### config.mk
export PLATFORM = sky130hd
export DESIGN_NAME = stl_top
export DESIGN_NICKNAME = d
export VERILOG_FILES = /design/src/stl_pkg.sv /design/src/stl_sync.sv /design/src/stl_fifo.sv /design/src/stl_top.sv
export SDC_FILE = /design/constraint.sdc
export NUM_CORES = 1
export LEC_CHECK = 0
export BUFFER_PORTS_ARGS = -buffer_cell sky130_fd_sc_hd__buf_2
export CORE_UTILIZATION = 59
export CTS_CLUSTER_DIAMETER = 40
export DETAILED_ROUTE_END_ITERATION = 8
export PLACE_DENSITY = 0.83
export SYNTH_ARGS = -nofsm -noshare
export SYNTH_HDL_FRONTEND = slang
export SYNTH_SLANG_ARGS = --single-unit
export TNS_END_PERCENT = 10
### constraint.sdc
create_clock -name i_clk_sys -period 3.51 [get_ports i_clk_sys]
set_input_delay 0.1755 -clock i_clk_sys [delete_from_list [all_inputs] [get_ports i_clk_sys]]
set_output_delay 0.1755 -clock i_clk_sys [all_outputs]
set_load 0.05 [all_outputs]
### src/stl_pkg.sv
/*
  Shared constants for the serial-to-parallel latch: widths, depths,
  reset values and synchroniser length.
  Assumes every user names constants as stl_pkg::name; nothing imports it.
*/
// Behaviour
// - eight-stage shift register, eight-bit storage latch, three-state parallel outputs.
// - each rising shift clock edge: stage zero takes input, others shift up.
// - latch gate high: storage follows shift register; low: storage holds.
// - output enable high drives storage out; low floats it, serial outputs continue.
// - early serial out takes seventh stage on rising edge, holds on falling.
// - late serial out takes last stage on falling edge, holds on rising.
package stl_pkg;

  // ----------------------------------------------------------------
  // structure
  // ----------------------------------------------------------------
  localparam int unsigned STAGES      = 8;
  localparam int unsigned SYNC_FLOPS  = 3;
  localparam int unsigned FIFO_DEPTH  = 8;

  // ----------------------------------------------------------------
  // values after reset
  // ----------------------------------------------------------------
  localparam logic [7:0]  WORD_RST    = 8'h00;
  localparam logic        BIT_RST     = 1'h0;

endpackage : stl_pkg

### src/stl_sync.sv
/*
  Three-flop pin synchroniser with agreement filter, one lane per bit.
  Assumes inputs are asynchronous to i_clk_sys; reset is synchronous.
*/
`timescale 1ns/10ps
module stl_sync #(
  parameter int unsigned WIDTH = 4
) (
  // clock and reset
  input  wire logic             i_clk_sys,
  input  wire logic             i_sys_rst,
  // pins in, filtered levels out
  input  wire logic [WIDTH-1:0] i_pin,
  output logic      [WIDTH-1:0] o_level
);

  // ----------------------------------------------------------------
  // per-bit chain
  // ----------------------------------------------------------------
  // the first flop feeds only the second; filter looks at 2nd and 3rd
  genvar g;
  generate
    for (g = 0; g < WIDTH; g++) begin : g_lane
      logic s1_reg;
      logic s2_reg;
      logic s3_reg;
      logic lvl_reg;
      always_ff @(posedge i_clk_sys) begin
        if (i_sys_rst) begin
          s1_reg  <= stl_pkg::BIT_RST;
          s2_reg  <= stl_pkg::BIT_RST;
          s3_reg  <= stl_pkg::BIT_RST;
          lvl_reg <= stl_pkg::BIT_RST;
        end else begin
          s1_reg <= i_pin[g];
          s2_reg <= s1_reg;
          s3_reg <= s2_reg;
          if (s2_reg == s3_reg) begin
            lvl_reg <= s3_reg;
          end
        end
      end
      assign o_level[g] = lvl_reg;
    end
  endgenerate

endmodule : stl_sync

### src/stl_fifo.sv
/*
  Flip-flop FIFO with valid/ready on both sides and honest full/empty.
  Assumes one clock and a synchronous active-high reset.
*/
`timescale 1ns/10ps
module stl_fifo #(
  parameter int unsigned WIDTH = 8,
  parameter int unsigned DEPTH = 8
) (
  // clock and reset
  input  wire logic             i_clk_sys,
  input  wire logic             i_sys_rst,
  // fill side
  input  wire logic             i_in_valid,
  output logic                  o_in_ready,
  input  wire logic [WIDTH-1:0] i_in_data,
  // drain side
  output logic                  o_out_valid,
  input  wire logic             i_out_ready,
  output logic      [WIDTH-1:0] o_out_data
);

  localparam int unsigned AW = (DEPTH > 1) ? $clog2(DEPTH) : 1;

  // ----------------------------------------------------------------
  // storage and pointers
  // ----------------------------------------------------------------
  logic [WIDTH-1:0] mem_reg [DEPTH];
  logic [AW-1:0]    wr_reg;
  logic [AW-1:0]    rd_reg;
  logic [AW:0]      cnt_reg;

  wire logic push   = i_in_valid && o_in_ready;
  wire logic pop    = o_out_valid && i_out_ready;
  wire logic wr_end = (wr_reg == AW'(DEPTH - 1));
  wire logic rd_end = (rd_reg == AW'(DEPTH - 1));

  assign o_in_ready  = (cnt_reg != (AW+1)'(DEPTH));
  assign o_out_valid = (cnt_reg != '0);
  assign o_out_data  = mem_reg[rd_reg];

  always_ff @(posedge i_clk_sys) begin
    if (push) begin
      mem_reg[wr_reg] <= i_in_data;
    end
  end

  always_ff @(posedge i_clk_sys) begin
    if (i_sys_rst) begin
      wr_reg  <= '0;
      rd_reg  <= '0;
      cnt_reg <= '0;
    end else begin
      if (push) begin
        wr_reg <= wr_end ? '0 : wr_reg + 1'b1;
      end
      if (pop) begin
        rd_reg <= rd_end ? '0 : rd_reg + 1'b1;
      end
      if (push && !pop) begin
        cnt_reg <= cnt_reg + 1'b1;
      end else if (pop && !push) begin
        cnt_reg <= cnt_reg - 1'b1;
      end
    end
  end

endmodule : stl_fifo

### src/stl_top.sv
/*
  Serial-to-parallel latch: shift register, storage latch, gated
  parallel outputs, two cascade outputs, and a FIFO of latched words.
  Assumes the host pins are asynchronous and much slower than i_clk_sys;
  the shift clock is sampled, not used as a clock.
*/
`timescale 1ns/10ps
module stl_top #(
  parameter int unsigned WIDTH = stl_pkg::STAGES,
  parameter int unsigned DEPTH = stl_pkg::FIFO_DEPTH
) (
  // clock and reset
  input  wire logic             i_clk_sys,
  input  wire logic             i_sys_rst,
  // host pins
  input  wire logic             i_shift_clock,
  input  wire logic             i_serial_in,
  input  wire logic             i_latch_gate,
  input  wire logic             i_output_enable,
  // parallel pins, three-state as value plus enable
  output logic      [WIDTH-1:0] o_parallel_out,
  output logic      [WIDTH-1:0] o_parallel_oe,
  // cascade pins
  output logic                  o_early_serial_out,
  output logic                  o_late_serial_out,
  // latched word stream
  output logic                  o_capture_ready,
  output logic                  o_word_valid,
  input  wire logic             i_word_ready,
  output logic      [WIDTH-1:0] o_word_data
);

  // ----------------------------------------------------------------
  // pin synchronisers
  // ----------------------------------------------------------------
  logic [3:0] pin_lvl;

  stl_sync #(
    .WIDTH (4)
  ) u_sync (
    .i_clk_sys (i_clk_sys),
    .i_sys_rst (i_sys_rst),
    .i_pin     ({i_output_enable, i_latch_gate, i_serial_in, i_shift_clock}),
    .o_level   (pin_lvl)
  );

  wire logic clk_lvl  = pin_lvl[0];
  wire logic din_lvl  = pin_lvl[1];
  wire logic gate_lvl = pin_lvl[2];
  wire logic oe_lvl   = pin_lvl[3];

  // ----------------------------------------------------------------
  // edge detection
  // ----------------------------------------------------------------
  logic clk_d_reg;
  logic gate_d_reg;

  wire logic clk_rise  = clk_lvl && !clk_d_reg;
  wire logic clk_fall  = !clk_lvl && clk_d_reg;
  wire logic gate_fall = !gate_lvl && gate_d_reg;

  // ----------------------------------------------------------------
  // shift register, storage, cascade outputs
  // ----------------------------------------------------------------
  logic [WIDTH-1:0] shift_reg;
  logic [WIDTH-1:0] store_reg;
  logic             early_reg;
  logic             late_reg;

  wire logic [WIDTH-1:0] shift_next = {shift_reg[WIDTH-2:0], din_lvl};

  always_ff @(posedge i_clk_sys) begin
    if (i_sys_rst) begin
      clk_d_reg  <= stl_pkg::BIT_RST;
      gate_d_reg <= stl_pkg::BIT_RST;
      shift_reg  <= WIDTH'(stl_pkg::WORD_RST);
      store_reg  <= WIDTH'(stl_pkg::WORD_RST);
      early_reg  <= stl_pkg::BIT_RST;
      late_reg   <= stl_pkg::BIT_RST;
    end else begin
      clk_d_reg  <= clk_lvl;
      gate_d_reg <= gate_lvl;
      if (clk_rise) begin
        shift_reg <= shift_next;
        early_reg <= shift_reg[WIDTH-2];
      end
      if (clk_fall) begin
        late_reg <= shift_reg[WIDTH-1];
      end
      // transparent while gate high; a rising edge seen with the gate
      // open lands in storage in the same cycle as in the shifter
      if (gate_lvl) begin
        store_reg <= clk_rise ? shift_next : shift_reg;
      end
    end
  end

  // ----------------------------------------------------------------
  // outputs
  // ----------------------------------------------------------------
  assign o_parallel_out     = store_reg;
  assign o_parallel_oe      = {WIDTH{oe_lvl}};
  assign o_early_serial_out = early_reg;
  assign o_late_serial_out  = late_reg;

  // ----------------------------------------------------------------
  // latched word capture
  // ----------------------------------------------------------------
  // one word per closing of the gate; a full FIFO drops it, so the
  // host watches o_capture_ready before ending a strobe
  stl_fifo #(
    .WIDTH (WIDTH),
    .DEPTH (DEPTH)
  ) u_fifo (
    .i_clk_sys   (i_clk_sys),
    .i_sys_rst   (i_sys_rst),
    .i_in_valid  (gate_fall),
    .o_in_ready  (o_capture_ready),
    .i_in_data   (store_reg),
    .o_out_valid (o_word_valid),
    .i_out_ready (i_word_ready),
    .o_out_data  (o_word_data)
  );

endmodule : stl_top

==> impl_metrics.py, run 1 <==
metrics = {
    "floorplanning": {
        "rows": 30,
        "die_w_um": 87.7,
        "num_io_pins": 35,
        "die_height_um": 87.7,
        "die-area_um2": 7700,
        "coreArea_um2": 6940,
        "start_util_pct": 62.5,
    },
    "layout": {
        "multi_input_area_um2": 1290,
        "diodes": 0,
        "fillCellCount": 406,
        "area_growth_pct": 20.8,
        "fin_nets": 337,
        "largest_reg_flops": 64,
        "register_area_um2": 2900,
        "layout-drive-gt1-share_pct": 24.2,
    },
    "sta": {
        "rsz0062_at_grt": "false",
        "tns_ns": 0,
        "max_slew_margin_pct": 32.1,
        "fmax_mhz": 362,
        "tightestPinTransition_ns": 1.02,
        "finalHoldViolations": 0,
        "fin_skew_ns": 0.00790,
        "worst_hold_slack_ns": 0.258,
        "setup_viol_count_final": 0,
        "post-route-period-util_pct": 78.7,
        "drv_slew": 0,
        "period_needed_ns": 2.76,
    },
    "global_routing": {
        "grt_max_degree": 48,
        "grt_usage_pct": 22.2,
        "grt_pass1_wl_um": 12000,
        "overflow": 0,
        "grt_antenna_before_repair": 0,
        "grt_pass1_vias": 2393,
    },
    "worst_setup_path": {
        "cp.arrival_ns": 2.59,
        "cp-start-kind": "register",
        "critical_path_class": "register to output port",
        "cp-end-kind": "output port",
        "crit_fanout": 16,
        "required_ns": 3.33,
    },
    "detailed_routing": {
        "route.detailed.drc": 0,
        "drt-total-wl_um": 7770,
        "firstDrtPassIters": 4,
        "drtIter0Drc": 155,
        "routedWlPerCell_um": 18.0,
        "viasPerCell": 5.49,
        "vias": 2367,
        "ant_nets": 0,
    },
    "synth": {
        "synth-main-ff-cell": "edfxtp_1",
        "synth_xor_area_share_pct": 0.404,
        "yosysTopAreaCellShare_pct": 44.3,
        "yosysWarnings": 0,
        "yosys.cell_types.count": 33,
        "synth_enable_flop_cells": 64,
        "synth_mux_area_share_pct": 15.2,
        "synth_compound_area_share_pct": 3.20,
        "synth_simple_gate_area_share_pct": 8.42,
        "synth.most_common_cell": "edfxtp_1",
        "ys_top_cells_by_count": "edfxtp_1, dfxtp_1, nor2_1",
        "synth.area.top_cells": "edfxtp_1, dfxtp_1, mux4_1, mux2i_1, nor2_1",
        "synthesis.area_um2": 4340,
        "synth_cells": 281,
        "synth_top_family_by_area": "multiplexers",
        "synth_adder_area_share_pct": 2.48,
        "synth_top_area_cell": "edfxtp_1",
        "ys_seq_area_share_pct": 66.9,
        "ys_ff_latch": 113,
        "async_reset_ff_share_pct": 0,
        "syn_nets": 296,
        "synthesis.area_per_instance_um2": 15.4,
    },
    "flow_run": {
        "drv_cap": 0,
    },
    "placement": {
        "place_congestion": 0.731,
        "portBuffers": 34,
        "dp_hpwl_um": 4270,
    },
    "clocking": {
        "cts_max_level": 4,
        "numCtsBuffers": 17,
        "cts_setup_buffers": 0,
        "worstSkewPairLatency_ns": 0.50,
        "hold_buffers": 5,
        "cts.root.buffer_cell": "clkbuf_8",
        "clock-sinks": 113,
        "clockBufferDepth": 2,
        "cts_tree": "done",
        "cts-resized-gates": 0,
        "path_clk_slew_ns": 0.05,
    },
    "pwr": {
        "power.total_mw": 4.02,
        "ir_worst_vdd_v": 0.000498,
        "p_leak_nw": 1.92,
        "powerDensity_nw_per_um2": 768,
    },
    "status": {
        "status": "finished clean",
    },
    "min_path": {
        "hold_path.class": "input pin to register",
    },
}
-- per-layer routing --
layer	vias to the layer above	track usage, %	share of wire (%)
met2	64	39.3	53
li1	1129	-	-
met3	11	7.26	4.2
met1	1163	24.0	41
met5	-	0	0
met4	0	11.0	1.4
-- cell families (layout without fill, tap and decap cells) --
kind of cell / after synthesis / after routing
flops: 113 / 113
simple gates: 72 / 72
mux: 39 / 39
buf+inv: 24 / 78
compound gates: 23 / 23
fa+ha+maj: 8 / 8
xor+xnor: 2 / 2
-- final cells by class --
type	instances	share of cell area, %
sequential	113	55.4
timing repair buffer	44	4.92
inverter	2	0.143
tap	96	2.29
multi-input combinational	144	24.6
clock inverter	12	4.52
clock buffer	20	8.12
-- worst paths after layout --
check / slack [ns] / end / cells past startpoint / start
worst max-delay path: 0.75 / o_word_data[1] / 3 / register
worst min-delay path: 0.26 / u_fifo.cnt_reg[1] / 2 / i_sys_rst
worst max register to register: 0.80 / u_fifo.cnt_reg[3] / 10 / u_fifo.cnt_reg[0]
worst min register to register: 0.44 / u_sync.g_lane[0].s2_reg / 1 / u_sync.g_lane[0].s1_reg
-- worst max-delay path, stage by stage (launching register included) --
cell and delay [ns]:
dfxtp_1 0.90, mux4_1 0.65, mux2_2 0.30, buf_2 0.22
-- cells in the final DEF, fill, tap and decap left out, drive strengths merged, types with 2 or more instances in the layout --
cell / count
edfxtp: 64
dfxtp: 49
buf: 39
nor2: 31
clkbuf: 20
nor2b: 17
mux4: 16
mux2i: 14
nand2: 10
mux2: 9
a211oi: 9
a21oi: 9
ha: 7
bufinv: 7
dlygate4sd3: 5
nor3: 4
o21ai: 4
clkinv: 4
nand3: 3
nand2b: 2
inv: 2
-- power by group --
part / internal, mW / leakage (nW) / switching (mW)
logic: 0.259 / 0.615 / 0.333
clock network: 1.36 / 0.320 / 0.554
registers: 1.43 / 0.990 / 0.0871
-- stage by stage --
step / utilization, % / worst slack, ns / std cells / cell area, um2
6_report: 75.4 / 0.748 / 431 / 5240
5_1_grt: 75.4 / 0.625 / 431 / 5240
4_1_cts: 75.4 / 0.721 / 431 / 5240
3_5_place_dp: 65.2 / 0.855 / 394 / 4530
3_3_place_gp: 65.2 / 0.910 / 394 / 4530
2_1_floorplan: - / 0.852 / 281 / 4340
Note: power is estimated with default switching activity, not from simulation.
==> inputs of run 2 (changes only) <==
--- a/config.mk
+++ b/config.mk
@@ -6,10 +6,10 @@
 export NUM_CORES = 1
 export LEC_CHECK = 0
 export BUFFER_PORTS_ARGS = -buffer_cell sky130_fd_sc_hd__buf_2
-export CORE_UTILIZATION = 59
+export CORE_UTILIZATION = 53
 export CTS_CLUSTER_DIAMETER = 40
 export DETAILED_ROUTE_END_ITERATION = 8
-export PLACE_DENSITY = 0.83
+export PLACE_DENSITY = 0.79
 export SYNTH_ARGS = -nofsm -noshare
 export SYNTH_HDL_FRONTEND = slang
 export SYNTH_SLANG_ARGS = --single-unit
==> constraint.sdc (replaced) <==
create_clock -name i_clk_sys -period 2.52 [get_ports i_clk_sys]
set_input_delay 0.126 -clock i_clk_sys [delete_from_list [all_inputs] [get_ports i_clk_sys]]
set_output_delay 0.126 -clock i_clk_sys [all_outputs]
set_load 0.05 [all_outputs]
==> impl_metrics.py, run 2 (same netlist as run 1, synthesis figures left out) <==
metrics = {
    "floorplanning": {
        "start_util_pct": 55.5,
        "die-area_um2": 8550,
        "coreArea_um2": 7810,
        "die_w_um": 92.5,
        "num_io_pins": 35,
        "die_height_um": 92.5,
        "rows": 32,
    },
    "detailed_routing": {
        "viasPerCell": 5.40,
        "routedWlPerCell_um": 17.4,
        "ant_nets": 0,
        "drt-total-wl_um": 7810,
        "firstDrtPassIters": 5,
        "drtIter0Drc": 116,
        "route.detailed.drc": 0,
        "vias": 2420,
    },
    "sta": {
        "max_slew_margin_pct": 70.0,
        "rsz0062_at_grt": "false",
        "post-route-period-util_pct": 95.5,
        "drv_slew": 0,
        "layout_setup_ws_ns": 0.115,
        "tightestPinTransition_ns": 0.449,
        "setup_viol_count_final": 0,
        "period_needed_ns": 2.41,
        "finalHoldViolations": 0,
        "fmax_mhz": 416,
        "fin_skew_ns": 0.0101,
        "tns_ns": 0,
    },
    "layout": {
        "largest_reg_flops": 64,
        "area_growth_pct": 22.8,
        "fillCellCount": 513,
        "diodes": 0,
        "layout-drive-gt1-share_pct": 29.2,
        "stdcell_count": 448,
        "final_common_cell": "edfxtp_1",
        "final_cell_mix": "edfxtp_1, dfxtp_1, buf_2",
        "multi_input_area_um2": 1330,
        "register_area_um2": 2910,
        "fin_nets": 348,
        "final_util_pct": 68.2,
    },
    "pwr": {
        "p_leak_nw": 1.96,
        "power.total_mw": 5.40,
        "powerDensity_nw_per_um2": 1020,
        "ir_worst_vdd_v": 0.000642,
    },
    "clocking": {
        "clock-sinks": 113,
        "path_clk_slew_ns": 0.06,
        "numCtsBuffers": 17,
        "clockBufferDepth": 2,
        "worstSkewPairLatency_ns": 0.51,
        "cts_tree": "done",
        "cts_max_level": 4,
        "cts.root.buffer_cell": "clkbuf_8",
    },
    "placement": {
        "portBuffers": 34,
        "pre_cts_ws_ns": 0.0387,
        "dp_cells": 408,
        "place_congestion": 0.790,
        "dp_hpwl_um": 4550,
    },
    "worst_setup_path": {
        "critical_path_class": "register to register",
        "r2r_start": "u_fifo.cnt_reg[1]",
        "required_ns": 2.91,
        "worstRegToRegCells": 10,
        "crit_path_top_delay_cell": "or4b_4",
        "critical_path.startpoint": "u_fifo.cnt_reg[1]",
        "worst_r2r_endpoint": "u_fifo.cnt_reg[3]",
        "cp.buffers_inverters": 2,
        "crit_fanout": 5,
        "cp-start-kind": "register",
        "cp-end-kind": "register",
        "cp.arrival_ns": 2.80,
        "crit_chain": "or4b_4 -> nand3b_4 -> inv_4 -> ha_4 -> inv_4 -> ha_4 -> a21oi_4 -> a211oi_1 -> a31oi_1 -> mux2_2",
        "r2r_setup_slack_ns": 0.11,
        "max_stage_delay_ns": 0.56,
        "path_delay_family": "simple AND/OR/NAND/NOR gates",
    },
    "min_path": {
        "min_from": "i_serial_in",
        "worstHoldEndpoint": "u_sync.g_lane[1].s1_reg",
        "hold_path.class": "input pin to register",
        "holdPathStages": 3,
    },
    "global_routing": {
        "grt_usage_pct": 20.3,
        "grt_antenna_before_repair": 0,
        "met3_usage_pct": 6.57,
        "overflow": 0,
        "grtUsageMet2_pct": 34.0,
        "grt_max_degree": 37,
        "gr-usage-met1_pct": 23.0,
        "grt_pass1_vias": 2364,
        "grt_pass1_wl_um": 12200,
        "busiest_layer": "met2",
    },
    "flow_run": {
        "drv_cap": 0,
    },
    "status": {
        "status": "finished clean",
    },
}
## run 2: layout make-up
class / count / area share, %
clock inverters: 15 / 3.48
clock buffers: 17 / 7.78
well taps: 102 / 2.40
multi-input cells: 144 / 25.0
flip-flops and latches: 113 / 54.6
repair buffers: 55 / 6.49
inverters: 2 / 0.235
## run 2: per-stage QoR
step / instance area [um2] / hold WS, ns
2_1_floorplan: 4360 / 0.254
3_3_place_gp: 4610 / 0.336
3_5_place_dp: 4610 / 0.342
4_1_cts: 5280 / 0.335
5_1_grt: 5320 / 0.363
6_report: 5320 / 0.366
## run 2: timing repair
item,4_1_cts,5_1_grt
endpoints found under the setup margin,0,1
endpoints found under the hold margin,16,0
buffers inserted,0,1
resized for setup,0,9
hold buffers,7,0
## run 2: power by group
group / total [mW] / internal [mW] / switching [mW]
Clock: 2.37 / 1.52 / 0.852
Combinational: 0.978 / 0.418 / 0.560
Sequential: 2.06 / 2.00 / 0.0613
## run 2: worst reg2reg max path: stages, from the launching register on
cell and delay [ns]:
dfxtp_4 0.36, or4b_4 0.56, nand3b_4 0.11, inv_4 0.06, ha_4 0.17, inv_4 0.08
ha_4 0.22, a21oi_4 0.13, a211oi_1 0.09, a31oi_1 0.18, mux2_2 0.35
## run 2: how the worst max path moves through the flow
stage | slack, ns | depth (start not counted) | to
after detailed placement | 0.04 | 10 | u_fifo.cnt_reg[3]
after global routing | 0.009 | 9 | u_fifo.cnt_reg[3]
after global placement | 0.09 | 10 | u_fifo.cnt_reg[3]
final | 0.11 | 10 | u_fifo.cnt_reg[3]
after floorplan | 0.02 | 10 | u_fifo.cnt_reg[3]
after CTS | 0.02 | 10 | u_fifo.cnt_reg[3]
## run 2: metal layers
| layer | vias to the layer above | wire length (um) | part of all wire [%] |
|---|---|---|---|
| met2 | 85 | 4080 | 52 |
| met4 | 0 | 99 | 1.3 |
| li1 | 1152 | - | - |
| met1 | 1177 | 3140 | 40 |
| met5 | - | 0 | 0 |
| met3 | 6 | 488 | 6.2 |
